**config.mk**
```make
export PLATFORM = sky130hd
export DESIGN_NAME = bsc_branch_skip_call
export DESIGN_NICKNAME = d
export VERILOG_FILES = /design/src/logic/bsc_branch_skip_call.v /design/src/logic/bsc_cmp_alu.v
export VERILOG_INCLUDE_DIRS = /design/src /design/src/logic
export SDC_FILE = /design/constraint.sdc
export NUM_CORES = 1
export LEC_CHECK = 0
export ABC_AREA = 1
export BUFFER_PORTS_ARGS = -buffer_cell sky130_fd_sc_hd__buf_4
export CORE_MARGIN = 3
export CORE_UTILIZATION = 30
export CTS_CLUSTER_DIAMETER = 50
export CTS_CLUSTER_SIZE = 10
export DETAILED_ROUTE_END_ITERATION = 6
export PLACE_DENSITY = 0.55
export SLEW_MARGIN = 10
export SYNTH_ARGS = -nofsm -noshare
export SYNTH_HDL_FRONTEND = slang
export SYNTH_SLANG_ARGS = --single-unit
export TNS_END_PERCENT = 5
```
**constraint.sdc**
```tcl
create_clock -name ref_clk -period 1.7 [get_ports ref_clk]
set_input_delay 0.085 -clock ref_clk [delete_from_list [all_inputs] [get_ports ref_clk]]
set_output_delay 0.085 -clock ref_clk [all_outputs]
set_load 0.05 [all_outputs]
```
**src/logic/bsc_defs.vh**
```
// Constants shared by the branch, skip and call control unit
`ifndef BSC_DEFS_VH
`define BSC_DEFS_VH

// ============================================================
// Operation codes presented on opCode
`define BSC_OP_W                        5
`define BSC_OP_NONE                     5'h00
`define BSC_OP_COMPARE_REGS             5'h01
`define BSC_OP_COMPARE_WITH_BORROW      5'h02
`define BSC_OP_COMPARE_IMMEDIATE        5'h03
`define BSC_OP_COMPARE_SKIP_EQUAL       5'h04
`define BSC_OP_SKIP_REG_BIT_CLEAR       5'h05
`define BSC_OP_SKIP_REG_BIT_SET         5'h06
`define BSC_OP_SKIP_IO_BIT_CLEAR        5'h07
`define BSC_OP_SKIP_IO_BIT_SET          5'h08
`define BSC_OP_BRANCH_FLAG_SET          5'h09
`define BSC_OP_BRANCH_FLAG_CLEAR        5'h0A
`define BSC_OP_BRANCH_SIGNED_GE         5'h0B
`define BSC_OP_BRANCH_SIGNED_LESS       5'h0C
`define BSC_OP_INDIRECT_SUBROUTINE_JUMP 5'h0D
`define BSC_OP_DIRECT_CALL              5'h0E
`define BSC_OP_SUBROUTINE_RETURN        5'h0F
`define BSC_OP_INTERRUPT_RETURN         5'h10

// ============================================================
// Bit positions in status_flags_register
`define BSC_FLAG_C                      0
`define BSC_FLAG_Z                      1
`define BSC_FLAG_N                      2
`define BSC_FLAG_V                      3
`define BSC_FLAG_S                      4
`define BSC_FLAG_H                      5
`define BSC_FLAG_T                      6
`define BSC_FLAG_I                      7
// Flags written by the compare group: Z, N, V, C, H
`define BSC_CMP_FLAG_MASK               8'h2F
`define BSC_INT_FLAG_MASK               8'h80
`define BSC_FLAGS_NONE                  8'h00

// ============================================================
// Cycle counts per instruction outcome
`define BSC_CYC_W                       3
`define BSC_CYC_ONE                     3'h1
`define BSC_CYC_TWO                     3'h2
`define BSC_CYC_THREE                   3'h3
`define BSC_CYC_FOUR                    3'h4
`define BSC_CNT_ZERO                    3'h0
`define BSC_CNT_STEP                    3'h1

// ============================================================
// Program counter arithmetic
`define BSC_PC_W                        16
`define BSC_PC_ZERO                     16'h0000
`define BSC_PC_ONE_WORD                 16'h0001
`define BSC_PC_SKIP_SHORT               16'h0002
`define BSC_PC_SKIP_LONG                16'h0003
`define BSC_CALL_RET_OFS                16'h0002
`define BSC_OFS_W                       7
`define BSC_OFS_SIGN                    6
`define BSC_OFS_EXT                     9

`endif

```
**src/logic/bsc_branch_skip_call.v**
```verilog
// Control-flow execution unit: compares, skips, branches, calls, returns
//
// How it works
// - Equal registers make compare-skip-equal skip; 1/2/3 cycles.
// - Compares set Z,N,V,C,H from difference, store nothing, one cycle.
// - Register bit reading 0 skips next instruction; 1/2/3 cycles.
// - Register bit reading 1 skips next instruction; 1/2/3 cycles.
// - I/O bit reading 0 skips next instruction; 1/2/3 cycles.
// - I/O bit reading 1 skips next instruction; 1/2/3 cycles.
// - Selected flag set loads PC+k+1, else sequential.
// - Selected flag clear loads PC+k+1; one cycle untaken, two taken.
// - Same-or-higher branches on carry 0, lower on carry 1.
// - Signed greater-or-equal branches when N xor V is 0.
// - Half-carry branches test H clear or set, 1 or 2 cycles.
// - Transfer-flag branch taken when T is 1, 1 or 2 cycles.
// - Indirect call loads Z in 3 cycles, direct call k in 4.
`timescale 1ns/10ps
`default_nettype none
`include "bsc_defs.vh"

module bsc_branch_skip_call (
    input  wire                     ref_clk,
    input  wire                     nrst,
    // Instruction issue
    input  wire                     opValid,
    input  wire [`BSC_OP_W-1:0]     opCode,
    input  wire [7:0]               opdA,
    input  wire [7:0]               opdB,
    input  wire [2:0]               bitSel,
    input  wire [7:0]               ioByte,
    input  wire [`BSC_OFS_W-1:0]    branchOfs,
    input  wire [`BSC_PC_W-1:0]     callTarget,
    input  wire [`BSC_PC_W-1:0]     zPointer,
    input  wire [`BSC_PC_W-1:0]     pcIn,
    input  wire [7:0]               statusIn,
    input  wire                     nextTwoWord,
    input  wire [`BSC_PC_W-1:0]     stackData,
    // Results toward the core
    output reg                      busy_q,
    output reg                      done_q,
    output reg                      pcLoad_q,
    output reg  [`BSC_PC_W-1:0]     pcNext_q,
    output reg                      flagWe_q,
    output reg  [7:0]               flagMask_q,
    output reg  [7:0]               flagValue_q,
    output reg                      pushReq_q,
    output reg  [`BSC_PC_W-1:0]     pushData_q,
    output reg                      popReq_q
);

    // ========================================================
    // Compare datapath
    wire [7:0] cmpDiff;
    wire       cmpZ;
    wire       cmpN;
    wire       cmpV;
    wire       cmpC;
    wire       cmpH;
    wire       useBorrow;

    // Only compare-with-borrow folds the old carry in
    assign useBorrow = (opCode == `BSC_OP_COMPARE_WITH_BORROW) &
                       statusIn[`BSC_FLAG_C];

    bsc_cmp_alu i_bsc_cmp_alu (
        .minuend    (opdA),
        .subtrahend (opdB),
        .borrowIn   (useBorrow),
        .diff       (cmpDiff),
        .flagZ      (cmpZ),
        .flagN      (cmpN),
        .flagV      (cmpV),
        .flagC      (cmpC),
        .flagH      (cmpH)
    );

    // ========================================================
    // Address candidates
    wire [`BSC_PC_W-1:0] pcPlusOne;
    wire [`BSC_PC_W-1:0] skipTarget;
    wire [`BSC_CYC_W-1:0] skipCycles;
    wire [`BSC_PC_W-1:0] ofsExt;
    wire [`BSC_PC_W-1:0] branchTarget;
    wire                 signedLess;

    assign pcPlusOne  = pcIn + `BSC_PC_ONE_WORD;
    // Skipping a two-word instruction costs one extra word and cycle
    assign skipTarget = nextTwoWord ? (pcIn + `BSC_PC_SKIP_LONG)
                                    : (pcIn + `BSC_PC_SKIP_SHORT);
    assign skipCycles = nextTwoWord ? `BSC_CYC_THREE : `BSC_CYC_TWO;
    // Branch offset is a signed word count
    assign ofsExt     = {{`BSC_OFS_EXT{branchOfs[`BSC_OFS_SIGN]}}, branchOfs};
    assign branchTarget = pcIn + ofsExt + `BSC_PC_ONE_WORD;
    assign signedLess = statusIn[`BSC_FLAG_N] ^ statusIn[`BSC_FLAG_V];

    // ========================================================
    // Decode of the issued operation
    reg                   opKnown;
    reg                   condTrue;
    reg                   isSkip;
    reg                   isBranch;
    reg                   isCall;
    reg                   isRet;
    reg  [`BSC_CYC_W-1:0] cycles;
    reg  [`BSC_PC_W-1:0]  target;
    reg  [`BSC_PC_W-1:0]  retAddr;
    reg                   flagWeNew;
    reg  [7:0]            flagMaskNew;
    reg  [7:0]            flagValueNew;

    always @* begin
        opKnown      = 1'b1;
        condTrue     = 1'b0;
        isSkip       = 1'b0;
        isBranch     = 1'b0;
        isCall       = 1'b0;
        isRet        = 1'b0;
        cycles       = `BSC_CYC_ONE;
        target       = pcPlusOne;
        retAddr      = pcPlusOne;
        flagWeNew    = 1'b0;
        flagMaskNew  = `BSC_FLAGS_NONE;
        flagValueNew = `BSC_FLAGS_NONE;
        // Unlisted codes fall to default and never issue
        case (opCode)
            `BSC_OP_COMPARE_REGS,
            `BSC_OP_COMPARE_WITH_BORROW,
            `BSC_OP_COMPARE_IMMEDIATE: begin
                flagWeNew                 = 1'b1;
                flagMaskNew               = `BSC_CMP_FLAG_MASK;
                flagValueNew[`BSC_FLAG_Z] = cmpZ;
                flagValueNew[`BSC_FLAG_N] = cmpN;
                flagValueNew[`BSC_FLAG_V] = cmpV;
                flagValueNew[`BSC_FLAG_C] = cmpC;
                flagValueNew[`BSC_FLAG_H] = cmpH;
            end
            `BSC_OP_COMPARE_SKIP_EQUAL: begin
                isSkip = 1'b1;
                condTrue = (opdA == opdB);
            end
            `BSC_OP_SKIP_REG_BIT_CLEAR: begin
                isSkip = 1'b1;
                condTrue = ~opdA[bitSel];
            end
            `BSC_OP_SKIP_REG_BIT_SET: begin
                isSkip = 1'b1;
                condTrue = opdA[bitSel];
            end
            `BSC_OP_SKIP_IO_BIT_CLEAR: begin
                isSkip = 1'b1;
                condTrue = ~ioByte[bitSel];
            end
            `BSC_OP_SKIP_IO_BIT_SET: begin
                isSkip = 1'b1;
                condTrue = ioByte[bitSel];
            end
            `BSC_OP_BRANCH_FLAG_SET: begin
                isBranch = 1'b1;
                condTrue = statusIn[bitSel];
            end
            `BSC_OP_BRANCH_FLAG_CLEAR: begin
                isBranch = 1'b1;
                condTrue = ~statusIn[bitSel];
            end
            `BSC_OP_BRANCH_SIGNED_GE: begin
                isBranch = 1'b1;
                condTrue = ~signedLess;
            end
            `BSC_OP_BRANCH_SIGNED_LESS: begin
                isBranch = 1'b1;
                condTrue = signedLess;
            end
            `BSC_OP_INDIRECT_SUBROUTINE_JUMP: begin
                isCall = 1'b1;
                target  = zPointer;
                retAddr = pcPlusOne;
                cycles  = `BSC_CYC_THREE;
            end
            `BSC_OP_DIRECT_CALL: begin
                isCall = 1'b1;
                target  = callTarget;
                retAddr = pcIn + `BSC_CALL_RET_OFS;
                cycles  = `BSC_CYC_FOUR;
            end
            `BSC_OP_SUBROUTINE_RETURN,
            `BSC_OP_INTERRUPT_RETURN: begin
                isRet = 1'b1;
                cycles = `BSC_CYC_FOUR;
            end
            default: begin
                opKnown = 1'b0;
            end
        endcase
        // Taken skips and branches override the defaults
        if (isSkip && condTrue) begin
            target = skipTarget;
            cycles = skipCycles;
        end
        if (isBranch && condTrue) begin
            target = branchTarget;
            cycles = `BSC_CYC_TWO;
        end
    end

    // ========================================================
    // Multi-cycle sequencing
    // Cycles left before the completion edge
    reg  [`BSC_CYC_W-1:0] cnt_q;
    reg  [`BSC_PC_W-1:0]  pcHold_q;
    reg                   retHold_q;
    reg                   intRetHold_q;
    wire                  issue;
    wire                  lastCycle;

    // Requests while busy are not taken; the core must hold them
    assign issue     = opValid & opKnown & ~busy_q;
    assign lastCycle = busy_q & (cnt_q == `BSC_CNT_ZERO);

    always @(posedge ref_clk or negedge nrst) begin
        if (!nrst) begin
            busy_q       <= 1'b0;
            done_q       <= 1'b0;
            pcLoad_q     <= 1'b0;
            pcNext_q     <= `BSC_PC_ZERO;
            flagWe_q     <= 1'b0;
            flagMask_q   <= `BSC_FLAGS_NONE;
            flagValue_q  <= `BSC_FLAGS_NONE;
            pushReq_q    <= 1'b0;
            pushData_q   <= `BSC_PC_ZERO;
            popReq_q     <= 1'b0;
            cnt_q        <= `BSC_CNT_ZERO;
            pcHold_q     <= `BSC_PC_ZERO;
            retHold_q    <= 1'b0;
            intRetHold_q <= 1'b0;
        end else begin
            // Pulses default low so each lasts one cycle
            done_q    <= 1'b0;
            pcLoad_q  <= 1'b0;
            flagWe_q  <= 1'b0;
            pushReq_q <= 1'b0;
            popReq_q  <= 1'b0;
            if (issue) begin
                if (cycles == `BSC_CYC_ONE) begin
                    done_q      <= 1'b1;
                    pcLoad_q    <= 1'b1;
                    pcNext_q    <= target;
                    flagWe_q    <= flagWeNew;
                    flagMask_q  <= flagMaskNew;
                    flagValue_q <= flagValueNew;
                end else begin
                    busy_q       <= 1'b1;
                    cnt_q        <= cycles - `BSC_CYC_TWO;
                    pcHold_q     <= target;
                    retHold_q    <= isRet;
                    intRetHold_q <= (opCode == `BSC_OP_INTERRUPT_RETURN);
                    // push return address, no flags touched
                    pushReq_q    <= isCall;
                    pushData_q   <= retAddr;
                    popReq_q     <= isRet;
                end
            end else if (lastCycle) begin
                // Stack word read late so the pop has settled
                busy_q   <= 1'b0;
                done_q   <= 1'b1;
                pcLoad_q <= 1'b1;
                pcNext_q <= retHold_q ? stackData : pcHold_q;
                if (intRetHold_q) begin
                    flagWe_q    <= 1'b1;
                    flagMask_q  <= `BSC_INT_FLAG_MASK;
                    flagValue_q <= `BSC_INT_FLAG_MASK;
                end
            end else if (busy_q) begin
                cnt_q <= cnt_q - `BSC_CNT_STEP;
            end
        end
    end

endmodule // bsc_branch_skip_call

`default_nettype wire

```
**src/logic/bsc_cmp_alu.v**
```verilog
// Flag-producing subtractor for the compare instructions
`timescale 1ns/10ps
`default_nettype none

module bsc_cmp_alu (
    input  wire [7:0] minuend,
    input  wire [7:0] subtrahend,
    input  wire       borrowIn,
    output wire [7:0] diff,
    output wire       flagZ,
    output wire       flagN,
    output wire       flagV,
    output wire       flagC,
    output wire       flagH
);

    // ========================================================
    // Ripple borrow chain
    wire [8:0] borrow;

    assign borrow[0] = borrowIn;

    genvar i;
    generate
        for (i = 0; i < 8; i = i + 1) begin : gBit
            assign diff[i]     = minuend[i] ^ subtrahend[i] ^ borrow[i];
            assign borrow[i+1] = (~minuend[i] & subtrahend[i]) |
                                 (~(minuend[i] ^ subtrahend[i]) & borrow[i]);
        end
    endgenerate

    // ========================================================
    // Flag derivation
    assign flagZ = (diff == 8'h00);
    assign flagN = diff[7];
    assign flagC = borrow[8];
    // Borrow out of the low nibble
    assign flagH = borrow[4];
    assign flagV = (minuend[7] & ~subtrahend[7] & ~diff[7]) |
                   (~minuend[7] & subtrahend[7] & diff[7]);

endmodule // bsc_cmp_alu

`default_nettype wire

```
==> run metrics, run 1 <==
HP Class input pin to register; Yosys top cell by area dfrtp_1; worst r2r src busy_q$_DFFE_PN0P_; Crit. Startpoint statusIn[0]; CTS tree yes; die area approximately 0.023 mm2; Tmin final 3440 ps; Yosys top cell area share a little over a quarter; Root Buffer clkbuf_16; Seq/Total Area, Yosys 26.1%; peak supply drop approximately 0.37 mV; Clock transition at path regs 60 ps; kind of critical path input pin to register; library cells used by synthesis 44; Area growth, synth to finish 58.5%; top_reg_cell synth dfrtp_1; Worst-Skew Late Latency 350 ps; Hold Crit Depth 5; drt pass-1 iters 5; ANT cells 0; Total Wirelength 23400 um; Fin. Hold Viols 0; RSZ-0062 raised after global routing yes; worst hold start stackData[10]; EDFF count, synth 0; Setup WS post-layout -1740 ps; Crit path required time just under 2000 ps; setup_tns -8310 ps; Final nets 1420; H-Tree Depth 3; largest net degree at the start of global routing 50; Tot GR Track Use 20.8%; dpl cell area 0.00892 mm2; Peak Freq 290 MHz; final cycle utilization of the critical path 203%; failing checks negative setup slack; residual DRC count 0; CP Launch Type input pin; top cells by area, synth dfrtp_1 26%, nand2_1 18%, nand3_1 8.1%, ha_1 6.0%, inv_1 5.1%; final setup skew 8.82 ps; global route overflow 0; leakage ~5.2 nW; Die Y-Extent 150 um; final std cells w/o fill ~1500; crit path DAT roughly 3700 ps; vias in the first global route between 6000 and 7000; Final Wtd Congestion 0.889; Max Slew Vio Count 0; design area 0.00986 mm2; via count 7190; RR Endpoint pcNext_q[1]$_DFFE_PN0P_; via/cell ratio between 4 and 5; io pins approximately 170; initial antenna violation count 0; row count 52; Syn Inst Count 949; Syn Area/Cell between 6 and 7 um2; Core Util, Final approximately half; Final setup viols 31; DP Cell Count ~1500; status complete, but fails checks; antenna viol nets, final 0; Initial Util a little over 30%; crit end category register; global-route wire length before repair around 37000 um; Routed WL per cell 15.2 um; layout cells sized above 1 ~36%; R2R Setup Slk between 100 and 150 ps; Synth Cell Area 0.00622 mm2; total CTS buffers 9; I/O Buffers roughly 160; CP Capture Point flagValue_q[1]$_DFFE_PN0P_; max_cap viols 0; synthesized flop and latch total 65; Yosys warning count 0; HPWL Detailed 19100 um; 1st-iter DRT viols 436; Die Wd 150 um; clk sinks 65; deepest clock path buffer count 2; reg2reg path depth 7; crit path max fanout 2; PwrDens 1040 mW/mm2; core area roughly 0.020 mm2; fraction of registers with async set/reset between 90% and 100%
-- report_power, final --
part / total [mW] / switching, mW / internal, mW / leakage [nW]
clock network: 2.24 / 0.723 / 1.52 / 0.173
logic: 5.50 / 3.47 / 2.02 / 4.18
registers: 2.55 / 0.364 / 2.18 / 0.815
total: 10.3 / 4.56 / 5.72 / 5.17
-- kinds of logic after synthesis --
kind of cell	after synthesis	synth area share, %
adder cells (fa/ha/maj)	39	8.93
XOR/XNOR	48	6.76
AO/OA/AOI/OAI	136	12.3
flip-flops	65	26.1
other	1	0.0603
multiplexers	2	0.322
AND/OR/NAND/NOR	515	35.3
buffers and inverters	143	10.1
-- per-layer routing --
layer  part of all wire [%]  vias up  track usage, %
met5                      0        -               0
met4                    2.2        0            6.50
met3                    4.6       28            3.12
met2                     46      174            32.9
met1                     48     3275            29.1
li1                       -     3713               -
-- synth_stat cells (all sizes together), types with 6 or more instances --
library cell    n
nand2         299
xor2           34
xnor2          14
nor3            8
a21oi          51
inv            91
o21ai          53
nand4          13
a22o            6
nand3         103
clkbuf         17
or2             6
ha             30
nor2           81
dfrtp          65
fa              9
buf            33
-- timing repair --
item                                   CTS  global route
gates cloned                             0             1
pin swaps                                3            23
buffers inserted                        17            15
hold buffers                             1             0
resized for setup                       34            90
endpoints found under the hold margin   65             0
setup endpoints to repair               59            65
-- critical path, stage by stage --
cell,delay (ps)
buf_4,110
inv_2,80
nor3_4,60
fa_2,340
fa_2,350
fa_2,360
fa_2,370
fa_2,350
fa_2,360
fa_2,380
fa_1,520
nand4_1,100
o31ai_1,210
-- layout make-up --
type	instances	area [um2]
multi-input cells	744	4320
well taps	270	338
clock buffers	12	256
inverters	93	384
repair buffers	352	2830
flip-flops and latches	65	1630
fillers	2075	10400
clock inverters	4	98.8
repair inverters	1	11.3
-- worst min path at each step --
stage                                to  slack (ps)
2_1_floorplan        busy_q$_DFFE_PN0P_        -210
3_3_place_gp         pcLoad_q$_DFF_PN0_         -30
4_1_cts        pcNext_q[14]$_DFFE_PN0P_          90
3_5_place_dp    pcNext_q[5]$_DFFE_PN0P_         -30
6_report       pcNext_q[10]$_DFFE_PN0P_         110
5_1_grt        pcNext_q[14]$_DFFE_PN0P_         140
-- flip-flops by register name, indices dropped and copies added (netlist names) --
register and flops:
popReq_q 1, pcNext_q 16, cnt_q 3, pushReq_q 1
flagValue_q 6, pcLoad_q 1, flagWe_q 1, intRetHold_q 1
busy_q 1, pushData_q 16, pcHold_q 16, retHold_q 1
flagMask_q 1
-- cells in the final DEF, fill, tap and decap left out, types with 4 or more instances in the layout --
cell type / Yosys / routed
buf_4: 12 / 325
nand2_1: 293 / 281
nand3_1: 101 / 82
inv_1: 85 / 73
nor2_1: 78 / 72
dfrtp_1: 65 / 65
a21oi_1: 51 / 46
o21ai_0: 47 / 43
xor2_1: 34 / 34
ha_1: 30 / 25
nand3_2: 1 / 19
xnor2_1: 14 / 14
buf_6: 3 / 14
nand4_1: 13 / 13
nand2_2: 5 / 11
inv_4: 0 / 9
o21ai_1: 6 / 9
clkbuf_16: 0 / 9
buf_12: 0 / 9
fa_2: 0 / 8
inv_2: 6 / 7
nand2_4: 1 / 6
a22o_1: 6 / 6
or2_2: 6 / 6
nor2_4: 1 / 5
a21oi_2: 0 / 5
ha_4: 0 / 5
o31ai_1: 4 / 4
nor2_2: 2 / 4
nand3b_1: 4 / 4
o21bai_1: 4 / 4
nor3_1: 7 / 4
a211oi_1: 4 / 4
o211ai_1: 4 / 4
conb_1: 1 / 4
-- through the flow --
step                hold WS (ps)  power, mW  setup slack (ps)
finish                       106       10.3             -1740
floorplan                   -211       5.90             -1910
global placement           -29.8       7.75             -2050
CTS                         95.0       10.2             -1640
global route                 142       11.0             -1820
detailed placement         -29.3       7.79             -2120
Note: power is estimated with default switching activity, not from simulation.
==> inputs of run 2 (changes only) <==
--- a/config.mk
+++ b/config.mk
@@ -10,7 +10,6 @@
 export BUFFER_PORTS_ARGS = -buffer_cell sky130_fd_sc_hd__buf_4
 export CORE_MARGIN = 3
 export CORE_UTILIZATION = 30
-export CTS_CLUSTER_DIAMETER = 50
 export CTS_CLUSTER_SIZE = 10
 export DETAILED_ROUTE_END_ITERATION = 6
 export PLACE_DENSITY = 0.55
==> constraint.sdc (replaced) <==
create_clock -name ref_clk -period 1.7 [get_ports ref_clk]
set_input_delay 0.085 -clock ref_clk [delete_from_list [all_inputs] [get_ports ref_clk]]
set_output_delay 0.085 -clock ref_clk [all_outputs]
set_load 0.1 [all_outputs]
==> run metrics, run 2 (same netlist as run 1, synthesis figures left out) <==
deepest clock path buffer count 2 (unchanged); clk sinks 65 (unchanged); RSZ-0062 raised after global routing yes; global route overflow 0 (unchanged); Worst-Skew Late Latency 340 ps (about the same); die area 0.0225 mm2 (unchanged); fillers 2122 (+2.3%); HP Class input pin to register; most frequent cells in the layout 309 x buf_4, 282 x nand2_1, 83 x nand3_1; commonest non-fill, non-tap cell in the layout buf_4; 1st-iter DRT viols 411 (-5.7%); peak supply drop 0.598 mV (+60%); HPWL Detailed 18900 um (-0.94%); core area 0.0203 mm2 (unchanged); global-route wire length before repair 36200 um (-0.83%); Max Slew Vio Count 0 (unchanged); via/cell ratio 4.65 (-0.41%); ANT cells 0 (unchanged); status complete, but fails checks; met3 GRT Util 3.06% (-0.061 points); Clock transition at path regs 60 ps (about the same); H-Tree Depth 3 (unchanged); met1 usage 28.2% (-0.92 points); largest net degree at the start of global routing 37 (-26%); final cycle utilization of the critical path 199% (-3.7 points); initial antenna violation count 0 (unchanged); Die Y-Extent 150 um (unchanged); Fin. Hold Viols 0 (unchanged); PnR Total Power 11.5 mW (+12%); largest registers pcHold_q x16, pcNext_q x16, pushData_q x16; Crit path required time 1940 ps (about the same); crit path max fanout 2 (unchanged); final setup skew 13.5 ps (+4.68 ps); Setup WS post-layout -1680 ps (+63.3 ps); Die Wd 150 um (unchanged); row count 52 (unchanged); setup_tns -5950 ps (+2370 ps); Initial Util 30.7% (unchanged); via count 7114 (-1.1%); Final setup viols 9 (-71%); failing checks negative setup slack; Tmin final 3380 ps (-63.3 ps); hold_ws 110 ps (+3.61 ps); antenna viol nets, final 0 (unchanged); Routed WL per cell 14.9 um (-1.9%); crit path DAT 3620 ps (-60 ps); residual DRC count 0 (unchanged); GR peak layer met2; Final nets 1410 (-0.70%); Peak Freq 296 MHz (+1.9%); CTS tree yes; leakage 5.05 nW (-2.3%); Final Wtd Congestion 0.900 (+1.2%); I/O Buffers 164 (unchanged); crit end category register; total CTS buffers 9 (unchanged); Area growth, synth to finish 56.2%; kind of critical path input pin to register; met2 Use GR 32.7% (-0.16 points); drt pass-1 iters 5 (unchanged); Root Buffer clkbuf_16; io pins 169 (unchanged); CP Launch Type input pin; Total Wirelength 22800 um (-2.5%); vias in the first global route 7165 (+2.6%); max_cap viols 0 (unchanged); PwrDens 1190 mW/mm2 (+14%); Tot GR Track Use 20.5% (-0.30 points); layout cells sized above 1 36.3% (about the same)
-- run 2: changes by cell type in the layout (fill, tap and decap cells not counted), moves of 3 or more --
cell	delta
buf_8	-3
nor2_2	+7
buf_12	-3
nor2_1	-6
buf_6	+12
buf_4	-16
inv_4	-4
clkinv_2	+5
nand2_4	-5
-- run 2: repair_timing --
item,4_1_cts,5_1_grt
hold buffers,1,0
hold endpoints to repair,29,0
gates resized for setup,19,108
buffers inserted,16,9
pin swaps,3,17
endpoints found under the setup margin,56,65
gates cloned,0,2
-- run 2: through the flow --
| step | instances | util (%) | setup WS [ps] | cell area [um2] |
|---|---|---|---|---|
| floorplan | 952 | - | -1820 | 6280 |
| global placement | 1502 | 43.7 | -2020 | 8860 |
| detailed placement | 1502 | 43.7 | -2060 | 8860 |
| CTS | 1535 | 46.1 | -1660 | 9350 |
| global route | 1531 | 47.9 | -1760 | 9720 |
| finish | 1531 | 47.9 | -1680 | 9720 |
-- run 2: where the power goes --
group          switching, mW  total [mW]  internal [mW]
registers              0.393        2.58           2.18
clock network          0.716        1.84           1.13
logic                   5.12        7.12           2.00
total                   6.22        11.5           5.31
-- run 2: worst paths after layout --
path / startpoint / end / slack [ps] / depth (start not counted)
setup / recovery: opCode[0] / flagValue_q[1]$_DFFE_PN0P_ / -1680 / 14
hold / removal: stackData[14] / pcNext_q[14]$_DFFE_PN0P_ / 110 / 5
setup reg to reg: retHold_q$_DFFE_PN0P_ / pcNext_q[7]$_DFFE_PN0P_ / 130 / 5
hold reg to reg: flagValue_q[5]$_DFFE_PN0P_ / flagValue_q[5]$_DFFE_PN0P_ / 470 / 2
max in group asynchronous: nrst / pushData_q[1]$_DFFE_PN0P_ / 920 / 3
min in group asynchronous: nrst / pcLoad_q$_DFF_PN0_ / 230 / 2
-- run 2: layout make-up --
class	count	area (um2)	area share [%]
repair inverters	1	5.00	0.0515
well taps	270	338	3.47
flip-flops and latches	65	1630	16.7
clock inverters	6	58.8	0.605
multi-input cells	744	4330	44.6
repair buffers	342	2740	28.2
inverters	93	389	4.00
clock buffers	10	229	2.35
-- run 2: metal layers --
metal	routed length [um]	up-vias
met4	652	0
met5	0	-
li1	-	3684
met3	1160	44
met2	10500	188
met1	10500	3198
-- run 2: critical path, stage by stage --
cell     delay [ps]
buf_12           90
inv_12           30
nand3_4          80
nor3_4           50
fa_2            340
fa_2            350
fa_2            350
fa_2            370
fa_2            350
fa_2            350
fa_2            380
fa_1            520
nand4_1          90
o31ai_1         180
==> inputs of run 3 (changes only) <==
--- a/config.mk
+++ b/config.mk
@@ -13,6 +13,7 @@
 export CTS_CLUSTER_SIZE = 10
 export DETAILED_ROUTE_END_ITERATION = 6
 export PLACE_DENSITY = 0.55
+export SKIP_CTS_REPAIR_TIMING = 1
 export SLEW_MARGIN = 10
 export SYNTH_ARGS = -nofsm -noshare
 export SYNTH_HDL_FRONTEND = slang
==> run metrics, run 3 (same netlist as run 1, synthesis figures left out) <==
status complete, but fails checks; failing checks negative setup slack; largest net degree at the start of global routing 37 (unchanged); leakage 4.95 nW (-2.0%); global route overflow 0 (unchanged); worst hold start stackData[10]; crit path DAT 3620 ps (about the same); via count 7075 (-0.55%); clk sinks 65 (unchanged); total CTS buffers 9 (unchanged); wire length on met3 1140 um (-1.3%); Max Slew Vio Count 0 (unchanged); CP cell instances buf_12 > inv_12 > nand3_4 > nor3_4 > fa_2 > fa_2 > fa_2 > fa_2 > fa_2 > fa_2 > fa_2 > fa_1 > nand4_1 > o31ai_1; kind of critical path input pin to register; final setup skew 12.5 ps (-1.01 ps); Die Wd 150 um (unchanged); Critical Path Max Stage Delay 510 ps (about the same); Tot GR Track Use 20.1% (-0.32 points); drt pass-1 iters 5 (unchanged); fillers 2162 (+1.9%); I/O Buffers 164 (unchanged); max_cap viols 0 (unchanged); io pins 169 (unchanged); largest registers pcHold_q x16, pcNext_q x16, pushData_q x16; worst r2r src busy_q$_DFFE_PN0P_; initial antenna violation count 0 (unchanged); Hold Crit Depth 5 (unchanged); Setup WS post-layout -1680 ps (-1.81 ps); DP Cell Count 1502 (unchanged); row count 52 (unchanged); Die Y-Extent 150 um (unchanged); CP Launch Type input pin; Final Wtd Congestion 0.900 (unchanged); R2R Setup Slk 170 ps (+40 ps); setup_tns -6370 ps (-426 ps); CTS tree yes; Fin. Hold Viols 0 (unchanged); Final nets 1401 (-0.64%); Clock transition at path regs 60 ps (about the same); crit path max fanout 2 (unchanged); Hold Crit Endpoint pcNext_q[10]$_DFFE_PN0P_; ANT cells 0 (unchanged); peak supply drop 0.598 mV (about the same); Crit-path slowest cell fa_1; RSZ-0062 raised after global routing yes; core area 0.0203 mm2 (unchanged); Root Buffer clkbuf_16; Peak Freq 296 MHz (about the same); Total Wirelength 22500 um (-1.4%); die area 0.0225 mm2 (unchanged); residual DRC count 0 (unchanged); Worst-Skew Late Latency 340 ps (about the same); Area growth, synth to finish 50.9%; deepest clock path buffer count 2 (unchanged); antenna viol nets, final 0 (unchanged); Crit path required time 1940 ps (about the same); cell mode on critical path fa_2; Reg area 0.00163 mm2 (unchanged); RR Endpoint pcNext_q[11]$_DFFE_PN0P_; vias in the first global route 7038 (-1.8%); final std cells w/o fill 1522 (-0.59%); multi-input logic area 0.00414 mm2 (-4.6%); Tmin final 3380 ps (+1.81 ps); HPWL Detailed 18900 um (unchanged); most frequent cells in the layout 316 x buf_4, 288 x nand2_1, 99 x nand3_1; 1st-iter DRT viols 441 (+7.3%); routed wire length on met2 10400 um (-0.88%); layout cells sized above 1 32.7% (-3.6 points); via/cell ratio 4.65 (about the same); Initial Util 30.7% (unchanged); reg2reg path depth 9 (+4); Top Layer Used met4; global-route wire length before repair 35700 um (-1.5%); HP Class input pin to register; M1 WL 10300 um (-2.2%); final cycle utilization of the critical path 199% (about the same); H-Tree Depth 3 (unchanged); PwrDens 1210 mW/mm2 (+1.6%); crit end category register; Routed WL per cell 14.8 um (-0.79%); Final setup viols 19 (+10); commonest non-fill, non-tap cell in the layout buf_4
[run 3: changes by cell type in the layout (fill, tap and decap cells not counted), sizes merged]
cell / previous run / this run
buf: 341 / 333
inv: 90 / 91
clkinv: 9 / 7
[run 3: area by class of cell]
cell class / instances / share of cell area (%)
Clock buffer: 10 / 2.44
Sequential cell: 65 / 17.3
Tap cell: 270 / 3.60
Clock inverter: 6 / 0.626
Multi-Input combinational cell: 744 / 44.0
Inverter: 93 / 4.04
Timing Repair Buffer: 334 / 28.0
[run 3: worst max-delay path by stage]
stage	from	slack, ps	end	cells past startpoint
final	opCode[0]	-1680	flagValue_q[1]$_DFFE_PN0P_	14
after global routing	opCode[2]	-1780	flagValue_q[1]$_DFFE_PN0P_	14
after CTS	opCode[0]	-1710	flagValue_q[1]$_DFFE_PN0P_	14
after detailed placement	opCode[0]	-2060	flagValue_q[1]$_DFFE_PN0P_	14
after global placement	opCode[0]	-2020	flagValue_q[1]$_DFFE_PN0P_	14
after floorplan	opCode[0]	-1820	flagValue_q[1]$_DFFE_PN0P_	13
[run 3: where the power goes]
part / internal [mW] / leakage (nW) / switching (mW)
clock: 1.13 / 0.146 / 0.711
sequential: 2.18 / 0.815 / 0.384
combinational: 1.90 / 3.99 / 5.01
total: 5.21 / 4.95 / 6.11
[run 3: metrics by stage]
stage	worst slack (ps)	total power, mW	area (um2)	util (%)	hold slack (ps)
2_1_floorplan	-1820	7.54	6280	-	-211
3_3_place_gp	-2020	9.41	8860	43.7	53.2
3_5_place_dp	-2060	9.45	8860	43.7	47.4
4_1_cts	-1710	11.3	9150	45.1	-312
5_1_grt	-1780	12.0	9390	46.3	126
6_report	-1680	11.3	9390	46.3	117
[run 3: per-layer routing]
layer	global-route usage, %	vias up
li1	-	3653
met1	28.0	3188
met3	3.03	44
met4	6.86	0
met2	31.9	190
met5	0	-
[run 3: critical path, delay by kind of cell]
kind            cells  cell delay [ps]
buf+inv             2              120
fa+ha+maj           8             2980
compound gates      1              180
simple gates        3              230
